===== config.mk =====
export PLATFORM = sky130hd
export DESIGN_NAME = icc_calib_ctrl
export DESIGN_NICKNAME = d
export VERILOG_FILES = /design/src/rtl/icc_power_cmp.v /design/src/rtl/icc_calib_ctrl.v
export VERILOG_INCLUDE_DIRS = /design/src /design/src/rtl
export SDC_FILE = /design/constraint.sdc
export NUM_CORES = 1
export LEC_CHECK = 0
export BUFFER_PORTS_ARGS = -buffer_cell sky130_fd_sc_hd__buf_2
export CORE_MARGIN = 2
export CORE_UTILIZATION = 55
export DETAILED_ROUTE_END_ITERATION = 7
export GPL_TIMING_DRIVEN = 0
export MAX_ROUTING_LAYER = met4
export PLACE_DENSITY = 0.76
export SLEW_MARGIN = 20
export SYNTH_ARGS = -nofsm -noshare
export SYNTH_HDL_FRONTEND = slang
export SYNTH_SLANG_ARGS = --single-unit

===== constraint.sdc =====
create_clock -name ref_clk -period 15.28 [get_ports ref_clk]
set_input_delay 0.764 -clock ref_clk [delete_from_list [all_inputs] [get_ports ref_clk]]
set_output_delay 0.764 -clock ref_clk [all_outputs]
set_load 0.03 [all_outputs]

===== src/rtl/icc_consts.vh =====
// Constants for the interleave calibration controller.
// Assumes inclusion by bare name from the design files.
`ifndef ICC_CONSTS_VH
`define ICC_CONSTS_VH
`define ICC_ADDR_SOFT_RESET 8'h00
`define ICC_ADDR_CAL_ENABLE 8'h31
`define ICC_ADDR_SYNC_SELECT 8'h77
`define ICC_ADDR_AC_THRESH 8'h40
`define ICC_ADDR_AC_HYST 8'h41
`define ICC_ADDR_TOT_THRESH 8'h42
`define ICC_ADDR_TOT_HYST 8'h43
`define ICC_ADDR_NOTCH_THRESH 8'h44
`define ICC_ADDR_STATUS 8'h45
`define ICC_ADDR_INIT_OFFSET 8'h46
`define ICC_ADDR_INIT_GAIN 8'h47
`define ICC_ADDR_INIT_SKEW 8'h48
`define ICC_ADDR_NOTCH_CTRL 8'h49
`define ICC_ADDR_CUR_OFFSET 8'h4A
`define ICC_ADDR_CUR_GAIN 8'h4B
`define ICC_ADDR_CUR_SKEW 8'h4C
`define ICC_BIT_SOFT_RESET 0
`define ICC_BIT_CAL_ENABLE 0
`define ICC_BIT_SYNC_DIVRST 0
`define ICC_BIT_NOTCH_PD 0
`define ICC_RST_AC_THRESH 8'h20
`define ICC_RST_AC_HYST 8'h04
`define ICC_RST_TOT_THRESH 8'h20
`define ICC_RST_TOT_HYST 8'h04
`define ICC_RST_NOTCH_THRESH 8'h40
`define ICC_RST_INIT 8'h00
`define ICC_POR_CAL_CYCLES 16'h0400
`define ICC_BRIEF_VIOLATION_NS 10000
`define ICC_CLK_PERIOD_NS 5
`define ICC_SETTLE_MS 1000
`endif


===== src/rtl/icc_power_cmp.v =====
// Power comparator with threshold and hysteresis.
// Assumes power, threshold and hysteresis share one scale on ref_clk.
`timescale 1ns/1ps
`default_nettype none
module icc_power_cmp #(
	parameter W = 8
) (
	input wire ref_clk,
	input wire srst,
	input wire [W-1:0] power,
	input wire [W-1:0] thresh,
	input wire [W-1:0] hyst,
	output reg eligible
);
	wire [W:0] upper;
	wire [W:0] lower;
	assign upper = {1'b0, thresh} + {1'b0, hyst};
	assign lower = (thresh > hyst) ? ({1'b0, thresh} - {1'b0, hyst}) : {(W+1){1'b0}};
	always @(posedge ref_clk) begin
		if (srst) begin
			eligible <= 1'b0;
		// RULE_21: hysteresis band compare.
		end else if ({1'b0, power} > upper) begin
			eligible <= 1'b1;
		end else if ({1'b0, power} < lower) begin
			eligible <= 1'b0;
		end
	end
endmodule // icc_power_cmp
`default_nettype wire


===== src/rtl/icc_calib_ctrl.v =====
// Interleave calibration controller: registers, power meter, notch, track/hold engine.
// Assumes a byte register port from the SPI front end and samples from both unit converters.
`timescale 1ns/1ps
`default_nettype none
`include "icc_consts.vh"
// Function
// RULE_01: Calibration engine starts disabled; software enables it by register.
// RULE_02: Running engine estimates and corrects offset, gain and skew continuously.
// RULE_03: Tracking only when filtered input power exceeds its threshold.
// RULE_04: Notch exclusion repeats at every odd multiple of quarter rate.
// RULE_05: Frequency limits scale with sample rate since notch is rate-relative.
// RULE_06: Brief criteria violations are bridged and do not disturb corrections.
// RULE_07: Engine drops to hold automatically when criteria fail.
// RULE_08: Hold keeps the last valid correction values unchanged.
// RULE_09: No drift compensation happens while holding.
// RULE_10: Tracking resumes automatically once criteria are met again.
// RULE_11: Settled flag rises after about one second of tracking.
// RULE_12: AC and total power each compared with own threshold and hysteresis.
// RULE_13: Notch only filters estimation samples; output samples pass untouched.
// RULE_14: Software may power down the notch filter.
// RULE_15: Clearing then setting enable resets the engine to starting values.
// RULE_16: Thresholds, status and starting corrections are readable and writable; status is read-only here, writes to it are ignored.
// RULE_17: Sync pins act as link sync by default, divider reset when selected.
// RULE_18: Systems at divide ratio two use the divider reset for alignment.
// RULE_19: Soft reset bit re-runs the power-on calibration sequence.
// RULE_20: Soft reset bit clears itself when that calibration completes.
// RULE_21: Eligibility rises above threshold plus hysteresis, falls below minus.
module icc_calib_ctrl #(
	parameter DW = 14,
	parameter SETTLE_CYCLES = `ICC_SETTLE_MS * 1000000 / `ICC_CLK_PERIOD_NS,
	parameter POR_CYCLES = `ICC_POR_CAL_CYCLES
) (
	input wire ref_clk,
	input wire srst,
	input wire reg_wr,
	input wire reg_rd,
	input wire [7:0] reg_addr,
	input wire [7:0] reg_wdata,
	output reg [7:0] reg_rdata,
	input wire [DW-1:0] sample_a,
	input wire [DW-1:0] sample_b,
	output reg [DW-1:0] out_a,
	output reg [DW-1:0] out_b,
	input wire sync_input_pos,
	input wire sync_input_neg,
	output reg link_sync_n,
	output reg divider_reset,
	output reg [7:0] corr_offset,
	output reg [7:0] corr_gain,
	output reg [7:0] corr_skew,
	output reg tracking,
	output reg settled,
	output reg por_cal_busy
);
	localparam ST_IDLE = 2'd0;
	localparam ST_POR = 2'd1;
	localparam ST_RUN = 2'd2;
	localparam [15:0] BRIEF_CYCLES = `ICC_BRIEF_VIOLATION_NS / `ICC_CLK_PERIOD_NS;
	reg [1:0] state;
	reg [1:0] next_state;
	reg soft_reset;
	reg cal_enable;
	reg sync_divrst;
	reg notch_pd;
	reg [7:0] ac_thresh;
	reg [7:0] ac_hyst;
	reg [7:0] tot_thresh;
	reg [7:0] tot_hyst;
	reg [7:0] notch_thresh;
	reg [7:0] init_offset;
	reg [7:0] init_gain;
	reg [7:0] init_skew;
	reg [15:0] por_cnt;
	reg [15:0] brief_cnt;
	reg [31:0] settle_cnt;
	reg [DW-1:0] est_a;
	reg [DW-1:0] est_b;
	reg [DW-1:0] est_a_d;
	reg [DW-1:0] est_b_d;
	reg [7:0] ac_pow;
	reg [7:0] tot_pow;
	reg [7:0] notch_pow;
	reg notch_hit;
	reg sync_p_m;
	reg sync_p_s;
	reg sync_n_m;
	reg sync_n_s;
	reg cal_enable_d;
	wire ac_ok;
	wire tot_ok;
	wire criteria_ok;
	wire track_now;
	function [7:0] mag8;
		input [DW-1:0] s;
		reg [DW-1:0] m;
		begin
			m = s[DW-1] ? (~s + 1'b1) : s;
			mag8 = m[DW-2 -: 8];
		end
	endfunction
	function [7:0] avg8;
		input [7:0] acc;
		input [7:0] x;
		begin
			avg8 = acc - (acc >> 4) + (x >> 4);
		end
	endfunction
	function [7:0] step8;
		input [7:0] v;
		input up;
		begin
			step8 = up ? ((v == 8'hFF) ? v : v + 8'h01) : ((v == 8'h00) ? v : v - 8'h01);
		end
	endfunction
	function [DW-1:0] half_sum;
		input [DW-1:0] x;
		input [DW-1:0] y;
		reg [DW:0] s;
		begin
			s = {x[DW-1], x} + {y[DW-1], y};
			half_sum = s[DW:1];
		end
	endfunction
	// RULE_12: AC power comparator.
	icc_power_cmp #(.W(8)) u_ac_cmp (
		.ref_clk(ref_clk),
		.srst(srst),
		.power(ac_pow),
		.thresh(ac_thresh),
		.hyst(ac_hyst),
		.eligible(ac_ok)
	);
	// RULE_12: Total power comparator.
	icc_power_cmp #(.W(8)) u_tot_cmp (
		.ref_clk(ref_clk),
		.srst(srst),
		.power(tot_pow),
		.thresh(tot_thresh),
		.hyst(tot_hyst),
		.eligible(tot_ok)
	);
	// RULE_03: Both meters must qualify.
	assign criteria_ok = ac_ok && tot_ok;
	// RULE_06: Bridge brief violations.
	assign track_now = criteria_ok || (brief_cnt != 16'h0000);
	always @* begin
		next_state = state;
		case (state)
			ST_IDLE: begin
				if (soft_reset) begin
					next_state = ST_POR;
				end else if (cal_enable) begin
					next_state = ST_RUN;
				end
			end
			ST_POR: begin
				if (por_cnt == 16'h0000) begin
					next_state = ST_IDLE;
				end
			end
			ST_RUN: begin
				if (soft_reset) begin
					next_state = ST_POR;
				end else if (!cal_enable) begin
					next_state = ST_IDLE;
				end
			end
			default: begin
				next_state = ST_IDLE;
			end
		endcase
	end
	always @(posedge ref_clk) begin
		if (srst) begin
			sync_p_m <= 1'b0;
			sync_p_s <= 1'b0;
			sync_n_m <= 1'b1;
			sync_n_s <= 1'b1;
			link_sync_n <= 1'b1;
			divider_reset <= 1'b0;
		end else begin
			sync_p_m <= sync_input_pos;
			sync_p_s <= sync_p_m;
			sync_n_m <= sync_input_neg;
			sync_n_s <= sync_n_m;
			// RULE_17: Route the sync pair by function select.
			link_sync_n <= sync_divrst ? 1'b1 : !(sync_p_s && !sync_n_s);
			divider_reset <= sync_divrst && sync_p_s && !sync_n_s;
		end
	end
	always @(posedge ref_clk) begin
		if (srst) begin
			out_a <= {DW{1'b0}};
			out_b <= {DW{1'b0}};
			est_a <= {DW{1'b0}};
			est_b <= {DW{1'b0}};
			est_a_d <= {DW{1'b0}};
			est_b_d <= {DW{1'b0}};
			ac_pow <= 8'h00;
			tot_pow <= 8'h00;
			notch_pow <= 8'h00;
			notch_hit <= 1'b0;
		end else begin
			// RULE_13: Output samples bypass the notch.
			out_a <= sample_a;
			out_b <= sample_b;
			est_a_d <= out_a;
			est_b_d <= out_b;
			// RULE_04: Two-sample comb nulls odd multiples of quarter rate.
			// RULE_14: Powered-down notch passes samples straight.
			est_a <= notch_pd ? sample_a : half_sum(sample_a, est_a_d);
			est_b <= notch_pd ? sample_b : half_sum(sample_b, est_b_d);
			// RULE_05: Rate-relative filtering scales the band with the sample rate.
			tot_pow <= avg8(tot_pow, mag8(est_a));
			ac_pow <= avg8(ac_pow, mag8(est_a - est_b));
			notch_pow <= avg8(notch_pow, mag8(sample_a - est_a));
			notch_hit <= notch_pow > notch_thresh;
		end
	end
	always @(posedge ref_clk) begin
		if (srst) begin
			state <= ST_IDLE;
			por_cnt <= 16'h0000;
			brief_cnt <= 16'h0000;
			settle_cnt <= 32'h00000000;
			cal_enable_d <= 1'b0;
			tracking <= 1'b0;
			settled <= 1'b0;
			por_cal_busy <= 1'b0;
			corr_offset <= `ICC_RST_INIT;
			corr_gain <= `ICC_RST_INIT;
			corr_skew <= `ICC_RST_INIT;
		end else begin
			state <= next_state;
			cal_enable_d <= cal_enable;
			por_cal_busy <= (next_state == ST_POR);
			// RULE_19: Load the power-on calibration timer.
			if (state != ST_POR && next_state == ST_POR) begin
				por_cnt <= POR_CYCLES[15:0];
			end else if (por_cnt != 16'h0000) begin
				por_cnt <= por_cnt - 16'h0001;
			end
			if (criteria_ok) begin
				brief_cnt <= BRIEF_CYCLES;
			end else if (brief_cnt != 16'h0000) begin
				brief_cnt <= brief_cnt - 16'h0001;
			end
			// RULE_07: Hold is entered without software.
			// RULE_10: Tracking resumes without software.
			tracking <= (state == ST_RUN) && track_now;
			// RULE_11: Count tracked time toward settled.
			if (state != ST_RUN) begin
				settle_cnt <= 32'h00000000;
				settled <= 1'b0;
			end else if (tracking && settle_cnt < SETTLE_CYCLES) begin
				settle_cnt <= settle_cnt + 32'h00000001;
			end else if (settle_cnt >= SETTLE_CYCLES) begin
				settled <= 1'b1;
			end
			// RULE_15: Enable rising edge restarts from starting values.
			if (state != ST_RUN || (cal_enable && !cal_enable_d)) begin
				corr_offset <= init_offset;
				corr_gain <= init_gain;
				corr_skew <= init_skew;
			// RULE_02: Track mismatch from sample statistics.
			// RULE_08: Updates only while tracking, otherwise frozen.
			// RULE_09: No drift updates while holding.
			end else if (tracking) begin
				corr_offset <= step8(corr_offset, est_a[DW-1] ^ est_b[DW-1]);
				corr_gain <= step8(corr_gain, mag8(est_a) > mag8(est_b));
				corr_skew <= step8(corr_skew, mag8(est_a - est_b_d) > mag8(est_b - est_a));
			end
		end
	end
	always @(posedge ref_clk) begin
		if (srst) begin
			// RULE_01: Engine disabled after reset.
			cal_enable <= 1'b0;
			soft_reset <= 1'b0;
			sync_divrst <= 1'b0;
			notch_pd <= 1'b0;
			ac_thresh <= `ICC_RST_AC_THRESH;
			ac_hyst <= `ICC_RST_AC_HYST;
			tot_thresh <= `ICC_RST_TOT_THRESH;
			tot_hyst <= `ICC_RST_TOT_HYST;
			notch_thresh <= `ICC_RST_NOTCH_THRESH;
			init_offset <= `ICC_RST_INIT;
			init_gain <= `ICC_RST_INIT;
			init_skew <= `ICC_RST_INIT;
			reg_rdata <= 8'h00;
		end else begin
			// RULE_20: Self-clear when calibration ends; a new write wins.
			if (state == ST_POR && por_cnt == 16'h0001) begin
				soft_reset <= 1'b0;
			end
			if (reg_wr) begin
				case (reg_addr)
					// RULE_19: Write one to start soft reset.
					`ICC_ADDR_SOFT_RESET: begin
						if (reg_wdata[`ICC_BIT_SOFT_RESET]) begin
							soft_reset <= 1'b1;
						end
					end
					`ICC_ADDR_CAL_ENABLE: cal_enable <= reg_wdata[`ICC_BIT_CAL_ENABLE];
					`ICC_ADDR_SYNC_SELECT: sync_divrst <= reg_wdata[`ICC_BIT_SYNC_DIVRST];
					`ICC_ADDR_NOTCH_CTRL: notch_pd <= reg_wdata[`ICC_BIT_NOTCH_PD];
					`ICC_ADDR_AC_THRESH: ac_thresh <= reg_wdata;
					`ICC_ADDR_AC_HYST: ac_hyst <= reg_wdata;
					`ICC_ADDR_TOT_THRESH: tot_thresh <= reg_wdata;
					`ICC_ADDR_TOT_HYST: tot_hyst <= reg_wdata;
					`ICC_ADDR_NOTCH_THRESH: notch_thresh <= reg_wdata;
					`ICC_ADDR_INIT_OFFSET: init_offset <= reg_wdata;
					`ICC_ADDR_INIT_GAIN: init_gain <= reg_wdata;
					`ICC_ADDR_INIT_SKEW: init_skew <= reg_wdata;
					default: begin
					end
				endcase
			end
			// RULE_16: Register readback.
			if (reg_rd) begin
				case (reg_addr)
					`ICC_ADDR_SOFT_RESET: reg_rdata <= {7'h00, soft_reset};
					`ICC_ADDR_CAL_ENABLE: reg_rdata <= {7'h00, cal_enable};
					`ICC_ADDR_SYNC_SELECT: reg_rdata <= {7'h00, sync_divrst};
					`ICC_ADDR_NOTCH_CTRL: reg_rdata <= {7'h00, notch_pd};
					`ICC_ADDR_AC_THRESH: reg_rdata <= ac_thresh;
					`ICC_ADDR_AC_HYST: reg_rdata <= ac_hyst;
					`ICC_ADDR_TOT_THRESH: reg_rdata <= tot_thresh;
					`ICC_ADDR_TOT_HYST: reg_rdata <= tot_hyst;
					`ICC_ADDR_NOTCH_THRESH: reg_rdata <= notch_thresh;
					`ICC_ADDR_STATUS: reg_rdata <= {2'b00, settled, tracking,
						notch_hit, tot_ok, ac_ok, por_cal_busy};
					`ICC_ADDR_INIT_OFFSET: reg_rdata <= init_offset;
					`ICC_ADDR_INIT_GAIN: reg_rdata <= init_gain;
					`ICC_ADDR_INIT_SKEW: reg_rdata <= init_skew;
					`ICC_ADDR_CUR_OFFSET: reg_rdata <= corr_offset;
					`ICC_ADDR_CUR_GAIN: reg_rdata <= corr_gain;
					`ICC_ADDR_CUR_SKEW: reg_rdata <= corr_skew;
					default: reg_rdata <= 8'h00;
				endcase
			end
		end
	end
endmodule // icc_calib_ctrl
`default_nettype wire


==> flow_summary.json <==
{
  "cts_sinks": 287,
  "cts_hold_buf": 0,
  "root_buffer": "clkbuf_16",
  "synthArstFlopShare_pct": 0,
  "vias": 18455,
  "reg2reg_slack_ps": 8460,
  "worst_slew_pin_slew_ps": 1250,
  "syn-instance-count": 2422,
  "drv_cap": 0,
  "period_share_pct": 44.6,
  "outcome": "finished, violations left",
  "cts_buffer_depth": 3,
  "rows": 69,
  "dieArea_mm2": 0.0377,
  "post_drt_wl_per_cell_um": 19.3,
  "powerDensity_mw_per_mm2": 143,
  "crit_fanout": 10,
  "fin_tns_setup_ps": 0,
  "violations": "design-rule violations",
  "synth_common_cells": "dfxtp_1, a21oi_1, ha_1, nor2_1, nand2_1",
  "synth_area_per_cell_um2": 8.22,
  "ys_seq_elements": 287,
  "area_delta_synth_final_pct": 10.9,
  "dp_hpwl_um": 45700,
  "ant_nets": 0,
  "drv_slew": 0,
  "cts.htree.levels": 2,
  "die_h_um": 194,
  "yosysWarnings": 0,
  "numPortBuffers": 108,
  "synth_top_area_share_pct": 28.9,
  "grt_max_degree": 13,
  "synth_fp_nets": 2709,
  "netlist_top_cells_area": "dfxtp_1, ha_1, a21oi_1, xnor2_1, nor2_1",
  "gp_congestion": 0.985,
  "ios": 115,
  "hold_viol": 0,
  "mappedNetlistArea_mm2": 0.0199,
  "vias_per_cell": 6.04,
  "numCtsBuffers": 34,
  "synth_largest_area_cell": "dfxtp_1",
  "grt_overflow_total": 0,
  "startpoint_type": "register",
  "hold_class": "reg2reg",
  "cp.required_ps": 15670,
  "postCtsSetupBuffers": 0,
  "synth_edf_count": 0,
  "clkTransAtPathRegs_ps": 60,
  "yosysSeqAreaShare_pct": 28.9,
  "clock_latency_ps": 550,
  "rsz0062_at_grt": "false",
  "nFillCells": 3259,
  "initial_utilization_pct": 56.0,
  "critical_path_class": "reg2reg",
  "cts_tree": "yes",
  "wl_um": 59000,
  "route.detailed.drc": 3,
  "yosysMostFrequentCell": "dfxtp_1",
  "crit_path_end_kind": "register",
  "setup_viol": 0,
  "grt_pass1_vias": 17351,
  "grt_pass1_wl_um": 92900,
  "dr.pass1.iters": 8,
  "p_leak_nw": 9.14,
  "drt_iter0_drc": 1564,
  "die_w_um": 194,
  "track_usage_pct": 31.6,
  "max-vdd-ir-drop_mv": 0.198,
  "critPathArrivalTime_ps": 7200,
  "timing.fmax_mhz": 147,
  "final_net_count": 2853,
  "multi_input_area_mm2": 0.0132,
  "antenna_found_initial": 2,
  "ys.flop_type": "dfxtp_1",
  "finalClockSkew_ps": 17.8,
  "ctsResizeCount": 0,
  "drive_above_1_share_pct": 8.38,
  "fin_crit_ps": 6820,
  "slew_headroom_pct": 15.7,
  "regArea_mm2": 0.00575,
  "placeableCoreArea_mm2": 0.0356,
  "fin_hold_ws_ps": 417,
  "synth_cell_types": 95
}
[where the power goes]
part	switching, mW	internal [mW]
Combinational	0.822	0.648
Clock	0.331	0.448
Sequential	0.0843	0.834
[layer usage]
metal	part of all wire, %	up-vias	track usage, %
li1	-	8881	-
met1	45	8711	42.7
met2	44	740	47.9
met3	8.7	123	5.43
met4	3.1	0	10.4
met5	0	-	-
[critical path: stages (launching register included)]
cell and delay, ps:
dfxtp_1 570, inv_1 270, ha_1 360, nor2b_1 350, o31ai_1 120, a21oi_1 230, a41o_1 270, o21ai_1 130
a211oi_2 520, nor2b_1 120, xnor2_1 150, ha_1 300, a21o_1 180, a221o_1 350, a221o_1 450, nand2_1 320
ha_1 300, a21o_1 170, a21oi_1 220, o21bai_1 120, a2111oi_0 510, o31ai_1 160, a21oi_1 210, xnor2_1 190
a211oi_1 110
[cells by family (layout without fill, tap and decap cells)]
group / after synthesis / count (layout) / share of synthesized area [%]
AO/OA/AOI/OAI: 577 / 577 / 19.0
adder cells (fa/ha/maj): 237 / 237 / 15.8
XOR/XNOR: 183 / 183 / 8.12
flip-flops: 287 / 287 / 28.9
buffers and inverters: 242 / 410 / 4.70
multiplexers: 25 / 25 / 1.35
AND/OR/NAND/NOR: 871 / 871 / 22.1
other: 0 / 3 / 0
[sequential cells by signal, summed over array words and instances (netlist names), 14 cells and up]
register    cells
brief_cnt      16
est_a          14
est_b_d        14
out_b          14
por_cnt        16
settle_cnt     32
est_a_d        14
est_b          14
out_a          14
[area by class of cell]
| class | instances | share of cell area, % |
|---|---|---|
| Multi-Input combinational cell | 1893 | 59.9 |
| Sequential cell | 287 | 26.0 |
| Clock buffer | 51 | 4.46 |
| Tap cell | 461 | 2.61 |
| Inverter | 151 | 2.57 |
| Timing Repair Buffer | 108 | 2.45 |
| Buffer | 91 | 1.67 |
| Clock inverter | 9 | 0.278 |
| Antenna cell | 3 | 0.0340 |
[final timing paths]
check | startpoint | end | cells after the start
worst max-delay path | est_a[1] | corr_skew[7] | 24
worst min-delay path | sync_n_s | divider_reset | 1
worst max register to register | est_a[1] | corr_skew[7] | 24
worst min register to register | sync_n_s | divider_reset | 1
[cell usage in the layout, fill, tap and decap left out, drive strengths merged, types with 14 or more instances in the layout]
cell	instances
xnor2	115
fa	25
a22oi	14
nor3	53
nor4	24
nand3b	16
xor2	67
mux2i	22
o21ai	79
nand4	35
a21o	27
nor2b	95
nand2	197
ha	212
or3	20
o21bai	19
buf	126
a21oi	217
dfxtp	287
and3	34
nand3	95
clkbuf	123
o21a	29
nor2	212
a211oi	34
nand2b	33
inv	152
[through the flow]
step / util (%) / setup WS, ps / cell area [um^2] / instances / total power [mW]
finish: 62.1 / 8460 / 22100 / 3054 / 3.17
global route: 62.1 / 7990 / 22100 / 3054 / 3.41
CTS: 62.1 / 8590 / 22100 / 3051 / 3.17
detailed placement: 59.1 / 8630 / 21000 / 2991 / 2.38
global placement: 59.1 / 8730 / 21000 / 2991 / 2.31
floorplan: - / 9640 / 19900 / 2422 / 2.06
(Power assumes the default switching activity.)
